## src/shared/qgp_pkg.sv

```systemverilog
// constants for the quad general-purpose port block with alternate pin functions
package qgp_pkg;
   localparam int unsigned QGP_AW = 6;
   // register indexes; byte address is four times the index
   localparam logic [3:0] QGP_IDX_A_DATA = 4'h0;
   localparam logic [3:0] QGP_IDX_B_DATA = 4'h1;
   localparam logic [3:0] QGP_IDX_C_DATA = 4'h2;
   localparam logic [3:0] QGP_IDX_D_DATA = 4'h3;
   localparam logic [3:0] QGP_IDX_A_DIR  = 4'h4;
   localparam logic [3:0] QGP_IDX_B_DIR  = 4'h5;
   localparam logic [3:0] QGP_IDX_C_DIR  = 4'h6;
   localparam logic [3:0] QGP_IDX_D_DIR  = 4'h7;
   localparam logic [3:0] QGP_IDX_CFG1   = 4'h8;
   localparam logic [3:0] QGP_IDX_CFG2   = 4'h9;
   localparam logic [3:0] QGP_IDX_SPIO   = 4'ha;
   // implemented bits per port
   localparam logic [7:0] QGP_MASK_B     = 8'h3f;
   localparam logic [7:0] QGP_MASK_D     = 8'h0f;
   // second config register fields
   localparam int unsigned QGP_CFG2_SDA  = 0;
   localparam int unsigned QGP_CFG2_SCL  = 1;
   localparam int unsigned QGP_CFG2_ADC0 = 2;
   localparam int unsigned QGP_CFG2_VSYN = 6;
   localparam int unsigned QGP_CFG2_HSYN = 7;
   // sync pin io control fields
   localparam int unsigned QGP_SPIO_CLAMP = 0;
   localparam int unsigned QGP_SPIO_SOG   = 1;
   // reset values
   localparam logic [7:0] QGP_DIR_RST    = 8'h00;
   localparam logic [7:0] QGP_CFG_RST    = 8'h00;
endpackage

```

## src/verilog/qgp_top.sv

```systemverilog
// quad general-purpose port block with wishbone register access and pin sharing
//
// The Wishbone interface to the registers is this design's own decision.
`timescale 1ns/1ps
`default_nettype none
module qgp_top
   import qgp_pkg::*;
(
   input  wire logic              clk_in,
   input  wire logic              reset_n_in,
   input  wire logic              wb_cyc_in,
   input  wire logic              wb_stb_in,
   input  wire logic              wb_we_in,
   input  wire logic [QGP_AW-1:0] wb_adr_in,
   input  wire logic [3:0]        wb_sel_in,
   input  wire logic [31:0]       wb_dat_in,
   output logic      [31:0]       wb_dat_out,
   output logic                   wb_ack_out,
   input  wire logic [7:0]        pa_pin_in,
   output logic      [7:0]        pa_pin_out,
   output logic      [7:0]        pa_pin_oe_n_out,
   input  wire logic [5:0]        pb_pin_in,
   output logic      [5:0]        pb_pin_out,
   output logic      [5:0]        pb_pin_oe_n_out,
   input  wire logic [7:0]        pc_pin_in,
   output logic      [7:0]        pc_pin_out,
   output logic      [7:0]        pc_pin_oe_n_out,
   input  wire logic [3:0]        pd_pin_in,
   output logic      [3:0]        pd_pin_out,
   output logic      [3:0]        pd_pin_oe_n_out,
   input  wire logic [7:0]        pwm_in,
   input  wire logic              vsync_src_in,
   input  wire logic              hsync_src_in,
   input  wire logic              clamp_src_in,
   input  wire logic              sda_drive_low_in,
   input  wire logic              scl_drive_low_in,
   output logic                   sda_level_out,
   output logic                   scl_level_out,
   output logic      [3:0]        adc_channel_select_out,
   output logic                   green_sync_level_out
);

   // ****************************************
   // registers
   // ****************************************
   logic [7:0]  a_lat_r;
   logic [7:0]  b_lat_r;
   logic [7:0]  c_lat_r;
   logic [7:0]  d_lat_r;
   logic [7:0]  a_dir_r;
   logic [7:0]  b_dir_r;
   logic [7:0]  c_dir_r;
   logic [7:0]  d_dir_r;
   logic [7:0]  alt_function_config_first_r;
   logic [7:0]  alt_function_config_second_r;
   logic [7:0]  sync_pin_io_control_r;
   logic [25:0] pin_s1_r;
   logic [25:0] pin_s2_r;
   logic [7:0]  a_in;
   logic [7:0]  b_in;
   logic [7:0]  c_in;
   logic [7:0]  d_in;
   logic        req;
   logic        aligned;
   logic        wr_en;
   logic [3:0]  idx;
   logic [7:0]  wdat;
   logic [7:0]  rd_nxt;
   logic        hit;

   assign idx     = wb_adr_in[5:2];
   assign wdat    = wb_dat_in[7:0];
   assign req     = wb_cyc_in & wb_stb_in & ~wb_ack_out;
   // an access off the word boundary is acked but must never reach a register
   assign aligned = (wb_adr_in[1:0] == 2'b00);
   assign wr_en   = req & wb_we_in & wb_sel_in[0] & aligned;

   // ****************************************
   // pin synchronisers
   // ****************************************
   always_ff @(posedge clk_in or negedge reset_n_in) begin
      if (!reset_n_in) begin
         pin_s1_r <= '0;
         pin_s2_r <= '0;
      end else begin
         pin_s1_r <= {pd_pin_in, pc_pin_in, pb_pin_in, pa_pin_in};
         pin_s2_r <= pin_s1_r;
      end
   end

   assign a_in = pin_s2_r[7:0];
   assign b_in = {2'b00, pin_s2_r[13:8]};
   assign c_in = pin_s2_r[21:14];
   assign d_in = {4'h0, pin_s2_r[25:22]};

   // ****************************************
   // data latches
   // ****************************************
   // no reset here: latch contents survive a reset, so software can preload
   // the level a pin will show before it turns the pin into an output
   always_ff @(posedge clk_in) begin
      if (wr_en && idx == QGP_IDX_A_DATA) begin
         a_lat_r <= wdat;
      end
   end

   always_ff @(posedge clk_in) begin
      if (wr_en && idx == QGP_IDX_B_DATA) begin
         b_lat_r <= wdat & QGP_MASK_B;
      end
   end

   always_ff @(posedge clk_in) begin
      if (wr_en && idx == QGP_IDX_C_DATA) begin
         c_lat_r <= wdat;
      end
   end

   always_ff @(posedge clk_in) begin
      if (wr_en && idx == QGP_IDX_D_DATA) begin
         d_lat_r <= wdat & QGP_MASK_D;
      end
   end

   // ****************************************
   // direction and configuration
   // ****************************************
   always_ff @(posedge clk_in or negedge reset_n_in) begin
      if (!reset_n_in) begin
         a_dir_r <= QGP_DIR_RST;
      end else if (wr_en && idx == QGP_IDX_A_DIR) begin
         a_dir_r <= wdat;
      end
   end

   always_ff @(posedge clk_in or negedge reset_n_in) begin
      if (!reset_n_in) begin
         b_dir_r <= QGP_DIR_RST;
      end else if (wr_en && idx == QGP_IDX_B_DIR) begin
         b_dir_r <= wdat & QGP_MASK_B;
      end
   end

   always_ff @(posedge clk_in or negedge reset_n_in) begin
      if (!reset_n_in) begin
         c_dir_r <= QGP_DIR_RST;
      end else if (wr_en && idx == QGP_IDX_C_DIR) begin
         c_dir_r <= wdat;
      end
   end

   always_ff @(posedge clk_in or negedge reset_n_in) begin
      if (!reset_n_in) begin
         d_dir_r <= QGP_DIR_RST;
      end else if (wr_en && idx == QGP_IDX_D_DIR) begin
         d_dir_r <= wdat & QGP_MASK_D;
      end
   end

   always_ff @(posedge clk_in or negedge reset_n_in) begin
      if (!reset_n_in) begin
         alt_function_config_first_r  <= QGP_CFG_RST;
         alt_function_config_second_r <= QGP_CFG_RST;
         sync_pin_io_control_r        <= QGP_CFG_RST;
      end else if (wr_en) begin
         case (idx)
            QGP_IDX_CFG1: alt_function_config_first_r  <= wdat;
            QGP_IDX_CFG2: alt_function_config_second_r <= wdat;
            QGP_IDX_SPIO: sync_pin_io_control_r        <= wdat & 8'h03;
            default: ;
         endcase
      end
   end

   // ****************************************
   // wishbone read and acknowledge
   // ****************************************
   // a pin reads its latch when its direction bit is set, else its sampled level
   always_comb begin
      hit    = 1'b1;
      rd_nxt = 8'h00;
      case (idx)
         QGP_IDX_A_DATA: rd_nxt = (a_dir_r & a_lat_r) | (~a_dir_r & a_in);
         QGP_IDX_B_DATA: rd_nxt = ((b_dir_r & b_lat_r) | (~b_dir_r & b_in)) & QGP_MASK_B;
         QGP_IDX_C_DATA: rd_nxt = (c_dir_r & c_lat_r) | (~c_dir_r & c_in);
         QGP_IDX_D_DATA: rd_nxt = ((d_dir_r & d_lat_r) | (~d_dir_r & d_in)) & QGP_MASK_D;
         QGP_IDX_A_DIR:  rd_nxt = a_dir_r;
         QGP_IDX_B_DIR:  rd_nxt = b_dir_r;
         QGP_IDX_C_DIR:  rd_nxt = c_dir_r;
         QGP_IDX_D_DIR:  rd_nxt = d_dir_r;
         QGP_IDX_CFG1:   rd_nxt = alt_function_config_first_r;
         QGP_IDX_CFG2:   rd_nxt = alt_function_config_second_r;
         QGP_IDX_SPIO:   rd_nxt = sync_pin_io_control_r;
         default:        hit    = 1'b0;
      endcase
      if (!hit || wb_adr_in[1:0] != 2'b00) rd_nxt = 8'h00;
   end

   // unmapped addresses still ack, reading zero and dropping writes
   always_ff @(posedge clk_in or negedge reset_n_in) begin
      if (!reset_n_in) begin
         wb_ack_out <= 1'b0;
         wb_dat_out <= '0;
      end else begin
         wb_ack_out <= wb_cyc_in & wb_stb_in & ~wb_ack_out;
         wb_dat_out <= {24'h000000, rd_nxt};
      end
   end

   // ****************************************
   // pin drive
   // ****************************************
   logic [7:0] c_out_nxt;
   logic [7:0] c_oe_n_nxt;
   logic [3:0] d_out_nxt;
   logic [3:0] d_oe_n_nxt;
   logic [7:0] c_sel2;

   // pins 7..2 of port c have second-register functions, which win
   assign c_sel2 = {alt_function_config_second_r[7:2], 2'b00};

   genvar gi;
   generate
      for (gi = 0; gi < 8; gi++) begin : g_pc
         always_comb begin
            if (c_sel2[gi]) begin
               if (gi == QGP_CFG2_HSYN) begin
                  c_out_nxt[gi]  = hsync_src_in;
                  c_oe_n_nxt[gi] = 1'b0;
               end else if (gi == QGP_CFG2_VSYN) begin
                  c_out_nxt[gi]  = vsync_src_in;
                  c_oe_n_nxt[gi] = 1'b0;
               end else begin
                  c_out_nxt[gi]  = 1'b0;
                  c_oe_n_nxt[gi] = 1'b1;
               end
            end else if (alt_function_config_first_r[gi]) begin
               c_out_nxt[gi]  = pwm_in[gi];
               c_oe_n_nxt[gi] = 1'b0;
            end else begin
               c_out_nxt[gi]  = c_lat_r[gi];
               c_oe_n_nxt[gi] = ~c_dir_r[gi];
            end
         end
      end
   endgenerate

   always_comb begin
      d_out_nxt  = d_lat_r[3:0];
      d_oe_n_nxt = ~d_dir_r[3:0];
      // serial bus pins are open drain: drive low or release
      if (alt_function_config_second_r[QGP_CFG2_SDA]) begin
         d_out_nxt[0]  = 1'b0;
         d_oe_n_nxt[0] = ~sda_drive_low_in;
      end
      if (alt_function_config_second_r[QGP_CFG2_SCL]) begin
         d_out_nxt[1]  = 1'b0;
         d_oe_n_nxt[1] = ~scl_drive_low_in;
      end
      if (sync_pin_io_control_r[QGP_SPIO_CLAMP]) begin
         d_out_nxt[2]  = clamp_src_in;
         d_oe_n_nxt[2] = 1'b0;
      end
      if (sync_pin_io_control_r[QGP_SPIO_SOG]) begin
         d_out_nxt[3]  = 1'b0;
         d_oe_n_nxt[3] = 1'b1;
      end
   end

   // ****************************************
   // registered pin drive
   // ****************************************

   always_ff @(posedge clk_in or negedge reset_n_in) begin
      if (!reset_n_in) begin
         pa_pin_out      <= '0;
         pa_pin_oe_n_out <= '1;
      end else begin
         pa_pin_out      <= a_lat_r;
         pa_pin_oe_n_out <= ~a_dir_r;
      end
   end

   always_ff @(posedge clk_in or negedge reset_n_in) begin
      if (!reset_n_in) begin
         pb_pin_out      <= '0;
         pb_pin_oe_n_out <= '1;
      end else begin
         pb_pin_out      <= b_lat_r[5:0];
         pb_pin_oe_n_out <= ~b_dir_r[5:0];
      end
   end

   always_ff @(posedge clk_in or negedge reset_n_in) begin
      if (!reset_n_in) begin
         pc_pin_out      <= '0;
         pc_pin_oe_n_out <= '1;
      end else begin
         pc_pin_out      <= c_out_nxt;
         pc_pin_oe_n_out <= c_oe_n_nxt;
      end
   end

   always_ff @(posedge clk_in or negedge reset_n_in) begin
      if (!reset_n_in) begin
         pd_pin_out      <= '0;
         pd_pin_oe_n_out <= '1;
      end else begin
         pd_pin_out      <= d_out_nxt;
         pd_pin_oe_n_out <= d_oe_n_nxt;
      end
   end

   // ****************************************
   // alternate function inputs
   // ****************************************
   always_ff @(posedge clk_in or negedge reset_n_in) begin
      if (!reset_n_in) begin
         sda_level_out <= 1'b1;
      end else begin
         // idle high while the serial block does not own the pin, like a released line
         sda_level_out <= alt_function_config_second_r[QGP_CFG2_SDA] ? d_in[0] : 1'b1;
      end
   end

   always_ff @(posedge clk_in or negedge reset_n_in) begin
      if (!reset_n_in) begin
         scl_level_out <= 1'b1;
      end else begin
         scl_level_out <= alt_function_config_second_r[QGP_CFG2_SCL] ? d_in[1] : 1'b1;
      end
   end

   always_ff @(posedge clk_in or negedge reset_n_in) begin
      if (!reset_n_in) begin
         adc_channel_select_out <= '0;
      end else begin
         adc_channel_select_out <= alt_function_config_second_r[QGP_CFG2_ADC0 +: 4];
      end
   end

   always_ff @(posedge clk_in or negedge reset_n_in) begin
      if (!reset_n_in) begin
         green_sync_level_out <= 1'b0;
      end else begin
         green_sync_level_out <= sync_pin_io_control_r[QGP_SPIO_SOG] & d_in[3];
      end
   end

endmodule
`default_nettype wire

```

## config.mk

```make
export PLATFORM = sky130hd
export DESIGN_NAME = qgp_top
export DESIGN_NICKNAME = d
export VERILOG_FILES = /design/src/shared/qgp_pkg.sv /design/src/verilog/qgp_top.sv
export SDC_FILE = /design/constraint.sdc
export NUM_CORES = 1
export LEC_CHECK = 0
export BUFFER_PORTS_ARGS = -buffer_cell sky130_fd_sc_hd__buf_2
export CAP_MARGIN = 25
export CORE_ASPECT_RATIO = 1.1
export CORE_MARGIN = 10
export CORE_UTILIZATION = 48
export DETAILED_ROUTE_END_ITERATION = 8
export PLACE_DENSITY = 0.76
export SLEW_MARGIN = 30
export SYNTH_ARGS = -nofsm -noshare
export SYNTH_HDL_FRONTEND = slang
export SYNTH_SLANG_ARGS = --single-unit
```

## constraint.sdc

```tcl
create_clock -name clk_in -period 2.4 [get_ports clk_in]
set_input_delay 0.12 -clock clk_in [delete_from_list [all_inputs] [get_ports clk_in]]
set_output_delay 0.12 -clock clk_in [all_outputs]
set_load 0.02 [all_outputs]
```

==> results by group, run 1 <==
Outcome
  – Status: finished, final reports clean

Placement
  – Port bufs: ~130
  – Pre-CTS setup slack: 0.559 ns
  – GPL Wtd Cong: just under 0.9
  – DP HPWL: around 12 mm

Yosys
  – Post-synth EDFFs: 26
  – Top_reg_cell synth: dfrtp_1
  – Synth cell types: 44
  – Synthesis Warnings: 0
  – Sequential fraction of the synthesis area: 71.3%
  – Yosys reg bits: between 150 and 200
  – Asr flop ratio synth: 86.3%
  – Mapped Cells: 474
  – Syn avg cell area: between 10 and 15 um2
  – Netlist Area Pre-Place: 6900 um2

STA
  – RSZ-0062 raised after global routing: false
  – Worst-Margin Slew: between 0.4 and 0.5 ns
  – Clock Skew: between 0.006 and 0.007 ns
  – Period utilization: 78.2%
  – Post-layout min period: about 1.9 ns
  – Final Max Slew Viols: 0
  – Final Hold Vio Count: 0
  – Min Hold Slack: 0.0140 ns
  – Total negative slack: 0 ns
  – Max frequency: between 0.5 and 0.6 GHz
  – Final setup vio count: 0
  – Setup ws final: 0.522 ns
  – Worst slew margin: around two thirds

Finish
  – Most common cell after layout, fill and taps aside: dfrtp_1
  – Most frequent cells in the layout: 136 x dfrtp_1, 125 x buf_2, 51 x mux2_2
  – Nets: 749
  – Biggest regs: pin_s1_r (26), pin_s2_r (26)
  – Core Util, Final: 63.0%
  – Share of layout cells above drive strength 1: a little under two fifths
  – Syn-to-layout area delta: 27.6%
  – Ant. Diodes: 0

Critical path
  – Flop-to-flop setup slack: between 0.5 and 0.6 ns
  – Crit. End Element: flip-flop
  – Reg2reg end: b_lat_r[5]$_DFFE_PP_
  – Critical-path maximum fanout: 4
  – CP Launch Type: flip-flop
  – CP required: around 2.5 ns
  – WS Path Type: flip-flop to flip-flop
  – Arr. time, crit path: between 2 and 2.5 ns
  – Reg2reg start: wb_ack_out$_DFF_PN0_
  – Reg2Reg Depth: 5

Worst hold path
  – Worst hold stages: 3
  – Hold Path Class: input port to flip-flop
  – Worst hold start: pwm_in[6]
  – Endpoint, Worst Hold: pc_pin_out[6]$_DFF_PN0_

Detailed routing
  – Post-route ant nets: 0
  – Pre-antenna DRT Iters: 5
  – Initial DRC count: ~340
  – Vias: 4,405
  – DRC Markers: 0
  – Detailed Route WL: approximately 17 mm
  – Vias per cell: 5.10
  – Routed WL per cell: between 15 and 20 um

Pwr
  – Sequential Power Share: 50.5%
  – Worst VDD drop: about 0.00049 V
  – Switching Share: 21.9%
  – Clock Power Share: between 40 and 50%
  – P_leak: between 3 and 4 nW
  – Total power: approximately 6.7 mW
  – Pint: approximately 5.3 mW
  – Comb power frac: approximately 6.3%
  – Switching Power: 1.47 mW
  – PwrDens: 765 nW/um2

Clocking
  – Resized Gates After CTS: 0
  – Clock transition at path regs: approximately 0.070 ns
  – Clock tree buffer depth: 2
  – CTS tree: yes
  – Worst-Skew Late Latency: 0.42 ns
  – Root buf cell: clkbuf_16
  – Number of buffers created by CTS: 17
  – CTS H-tree lvls: 4
  – Clock Sinks: 190

Floorplan
  – Core ar.: between 10,000 and 15,000 um2
  – Die area: between 15,000 and 20,000 um2
  – Initial Utilization: between 40% and 50%
  – Row count: between 40 and 50
  – I/O pin cnt: ~180
  – Die height: 146 um
  – Die Wd: around 130 um

GRT
  – Total GRT Usage: 17.5%
  – Largest net degree at the start of global routing: 65
  – Grt total ovfl: 0
  – Initial antenna violation count: 0
  – First-pass GRT wire length: roughly 27 mm
  – Vias in the first global route: a little under 5,000

Flow run
  – Max Cap Violations: 0
cells in the mapped netlist (3+ instances only):
cell | number | area [um2]
a2111oi_0 | 3 | 26.3
a211oi_1 | 7 | 52.6
a21oi_1 | 7 | 35.0
a22o_1 | 3 | 26.3
a22oi_1 | 5 | 37.5
a31oi_1 | 6 | 37.5
a32oi_1 | 3 | 26.3
buf_2 | 4 | 20.0
buf_4 | 25 | 188
clkbuf_1 | 7 | 26.3
dfrtp_1 | 136 | 3400
dfstp_2 | 28 | 736
edfxtp_1 | 26 | 781
inv_1 | 17 | 63.8
mux2_2 | 51 | 574
mux2i_1 | 20 | 200
nand2_1 | 27 | 101
nand2_2 | 4 | 25.0
nand2b_1 | 6 | 37.5
nand3_1 | 6 | 30.0
nor2_1 | 26 | 97.6
nor2b_1 | 9 | 56.3
nor3_1 | 8 | 40.0
o211ai_1 | 4 | 30.0
o21ai_0 | 14 | 70.1
o21bai_1 | 4 | 30.0
area by class of cell:
type / count / area (um2)
fill: 1077 / 5160
sequential: 190 / 4920
multi-input combinational: 253 / 1750
timing repair buffer: 184 / 1200
clock buffer: 20 / 468
tap: 188 / 235
clock inverter: 12 / 156
inverter: 17 / 63.8
metrics by stage:
stage	instance area, um2	std cells
finish	8800	864
global route	8800	864
CTS	8800	864
detailed placement	7750	790
global placement	7750	790
floorplan	6980	497
cell families (layout without fill, tap and decap cells):
| logic type | Yosys count | after routing | share of synthesized area [%] |
|---|---|---|---|
| flops | 190 | 190 | 71.3 |
| simple gates | 95 | 95 | 6.62 |
| buf+inv | 54 | 233 | 4.48 |
| other cells | 1 | 24 | 0.0544 |
| compound gates | 63 | 63 | 6.26 |
| mux | 71 | 71 | 11.2 |
per-layer routing:
layer | track usage [%] | up-vias | part of all wire [%]
li1 | - | 1988 | -
met1 | 21.4 | 2222 | 41
met2 | 28.8 | 170 | 51
met3 | 5.03 | 25 | 6.3
met4 | 6.21 | 0 | 1.6
met5 | 0 | - | 0
how the worst max path moves through the flow:
stage / end / startpoint / slack [ns] / cells past startpoint
final: b_lat_r[5]$_DFFE_PP_ / wb_ack_out$_DFF_PN0_ / 0.52 / 5
after global routing: b_lat_r[4]$_DFFE_PP_ / wb_ack_out$_DFF_PN0_ / 0.47 / 5
after CTS: b_lat_r[4]$_DFFE_PP_ / wb_ack_out$_DFF_PN0_ / 0.54 / 5
after detailed placement: b_lat_r[5]$_DFFE_PP_ / wb_ack_out$_DFF_PN0_ / 0.56 / 5
after global placement: b_lat_r[5]$_DFFE_PP_ / wb_ack_out$_DFF_PN0_ / 0.57 / 5
after floorplan: a_lat_r[0]$_DFFE_PP_ / wb_ack_out$_DFF_PN0_ / 0.42 / 4
critical path, stage by stage (launching register included):
cell and delay (ns):
dfrtp_1 0.37, and3b_1 0.27, and4_1 0.27, nand2_1 0.12
nor2_1 0.36, buf_4 0.22
power groups by stage:
stage	logic [mW]	clock network (mW)	registers (mW)
2_1_floorplan	0.176	0	3.48
3_3_place_gp	0.362	0	3.46
3_5_place_dp	0.372	0	3.46
4_1_cts	0.428	2.95	3.40
5_1_grt	0.465	3.08	3.41
6_report	0.424	2.91	3.40
what timing repair did:
| action | CTS | global route |
|---|---|---|
| buffers inserted | 0 | 0 |
| endpoints found under the setup margin | 0 | 0 |
| endpoints found under the hold margin | 91 | 0 |
| hold buffers | 42 | 0 |
Power figures use the tool's default switching activity.
==> run 2: changes to the inputs <==
--- a/config.mk
+++ b/config.mk
@@ -9,9 +9,9 @@
 export CAP_MARGIN = 25
 export CORE_ASPECT_RATIO = 1.1
 export CORE_MARGIN = 10
-export CORE_UTILIZATION = 48
+export CORE_UTILIZATION = 47
 export DETAILED_ROUTE_END_ITERATION = 8
-export PLACE_DENSITY = 0.76
+export PLACE_DENSITY = 0.78
 export SLEW_MARGIN = 30
 export SYNTH_ARGS = -nofsm -noshare
 export SYNTH_HDL_FRONTEND = slang
==> constraint.sdc (replaced) <==
create_clock -name clk_in -period 1.7 [get_ports clk_in]
set_input_delay 0.085 -clock clk_in [delete_from_list [all_inputs] [get_ports clk_in]]
set_output_delay 0.085 -clock clk_in [all_outputs]
set_load 0.02 [all_outputs]
==> results by group, run 2 (synthesized netlist as in run 1, its figures left out) <==
Pwr
  – P_leak: around 4.1 nW
  – Total power: roughly 9.4 mW
  – PwrDens: approximately 1000 nW/um2
  – Worst VDD drop: between 0.0007 and 0.0008 V

Clocking
  – CTS tree: yes
  – Clock tree buffer depth: 2
  – Number of buffers created by CTS: 17
  – Clock Sinks: 190
  – Root buf cell: clkbuf_16
  – Clock transition at path regs: ~0.07 ns
  – # Post-CTS Setup Buffers: 0
  – Worst-Skew Late Latency: roughly 0.44 ns
  – CTS H-tree lvls: 4

Placement
  – GPL Wtd Cong: roughly 0.89
  – Placed cells: approximately 800
  – Placed cell areas: approximately 7900 um2
  – Port bufs: about 130
  – DP HPWL: 12.1 mm

Critical path
  – Critical-path maximum fanout: 8
  – WS Path Type: flip-flop to flip-flop
  – CP Launch Type: flip-flop
  – Crit. End Element: flip-flop
  – Arr. time, crit path: between 2 and 2.5 ns
  – CP required: 2.02 ns

GRT
  – First-pass GRT wire length: between 20 and 30 mm
  – Largest net degree at the start of global routing: 56
  – Initial antenna violation count: 2
  – Grt total ovfl: 0
  – Vias in the first global route: between 4,000 and 5,000
  – Total GRT Usage: between 10% and 20%

Finish
  – Most common cell after layout, fill and taps aside: dfrtp_1
  – Most frequent cells in the layout: 136 x dfrtp_1, 125 x buf_2, 50 x mux2_2, 50 x dlygate4sd3_1, 28 x dfstp_2
  – Biggest regs: pin_s1_r (26), pin_s2_r (26)
  – Nets: 767
  – Share of layout cells above drive strength 1: 39.9%
  – Final Cell Area: 9030 um2
  – Fill cells: roughly 1,100
  – Final cell count without fillers: 887
  – Syn-to-layout area delta: 31.0%

Floorplan
  – Die height: 147 um
  – Initial Utilization: 47.9%
  – Row count: 46
  – Core ar.: ~14,000 um2
  – Die area: about 20,000 um2
  – I/O pin cnt: roughly 180
  – Die Wd: around 140 um

STA
  – Max frequency: around 0.59 GHz
  – Worst-Margin Slew: between 0.7 and 0.8 ns
  – Clock Skew: around 0.0096 ns
  – Final Max Slew Viols: 0
  – Final Hold Vio Count: 0
  – Period utilization: ~100%
  – Post-layout min period: 1.70 ns
  – Final setup vio count: 0
  – RSZ-0062 raised after global routing: true
  – Worst slew margin: between 40 and 50%

Detailed routing
  – Pre-antenna DRT Iters: 6
  – Routed WL per cell: 19.1 um
  – DRC Markers: 0
  – Initial DRC count: between 300 and 400
  – Post-route ant nets: 0
  – Detailed Route WL: approximately 17 mm
  – Vias: about 4,500
  – Vias per cell: approximately 5.1

Worst hold path
  – Hold Path Class: input port to flip-flop

Outcome
  – Status: finished, final reports clean

Flow run
  – Max Cap Violations: 0
==> run 2: changes by cell type in the layout (fill, tap and decap cells not counted), sizes merged <==
cell and delta:
clkinvlp +1, buf +10, dlygate4sd3 +8, diode +1
clkinv -2, clkbuf -3, bufinv -1, inv +5
==> run 2: worst paths after layout <==
| path | startpoint | to | slack [ns] | depth (start not counted) |
|---|---|---|---|---|
| min in group asynchronous | reset_n_in | pin_s2_r[8]$_DFF_PN0_ | 0.17 | 2 |
| setup / recovery | wb_ack_out$_DFF_PN0_ | a_dir_r[2]$_DFFE_PN0P_ | 0.002 | 5 |
| hold reg to reg | pin_s1_r[8]$_DFF_PN0_ | pin_s2_r[8]$_DFF_PN0_ | 0.35 | 0 |
| max in group asynchronous | reset_n_in | pin_s1_r[2]$_DFF_PN0_ | 0.84 | 3 |
| setup reg to reg | wb_ack_out$_DFF_PN0_ | a_dir_r[2]$_DFFE_PN0P_ | 0.002 | 5 |
| hold / removal | wb_adr_in[3] | wb_dat_out[0]$_DFF_PN0_ | 0.13 | 3 |
==> run 2: area by class of cell <==
| cell class | count | area [um2] | area share [%] |
|---|---|---|---|
| well taps | 192 | 240 | 2.66 |
| clock inverters | 15 | 176 | 1.95 |
| clock buffers | 17 | 425 | 4.71 |
| flip-flops and latches | 190 | 4920 | 54.5 |
| inverters | 17 | 63.8 | 0.707 |
| multi-input cells | 253 | 1830 | 20.3 |
| diodes | 1 | 2.50 | 0.0277 |
| repair buffers | 202 | 1370 | 15.2 |
==> run 2: routing by layer <==
layer | vias to the layer above | track usage (%) | wire length, um
li1 | 2032 | - | -
met1 | 2262 | 21.6 | 6930
met2 | 160 | 29.3 | 8520
met3 | 30 | 5.97 | 1200
met4 | 2 | 6.47 | 325
met5 | - | 0 | 13
==> run 2: through the flow <==
step	setup WS (ns)	hold slack [ns]	setup TNS, ns	utilization, %
2_1_floorplan	0.00489	-0.211	0	-
6_report	0.00174	0.134	0	62.8
3_3_place_gp	-0.102	0.0743	-1.12	54.6
3_5_place_dp	-0.0917	0.0799	-1.47	54.6
5_1_grt	-0.0504	0.159	-0.761	62.7
4_1_cts	-0.0152	0.117	-0.0631	62.6
==> run 2: critical path, cell delays in order, from the launching register on <==
cell and delay [ns]:
dfrtp_1 0.37, and3b_2 0.27, and4_4 0.23, and2_4 0.24, nand2_8 0.12, mux2_4 0.35
==> run 2: repair_timing <==
action	CTS	global route
resized for setup	10	5
setup endpoints to repair	48	61
gates cloned	0	0
pin swaps	0	1
endpoints found under the hold margin	156	0
hold buffers	50	0
==> run 2: power by group <==
group | internal [mW] | leakage [nW] | switching [mW] | total (mW)
logic | 0.259 | 1.54 | 0.377 | 0.636
registers | 4.74 | 2.24 | 0.0583 | 4.80
clock network | 2.22 | 0.292 | 1.78 | 4.00
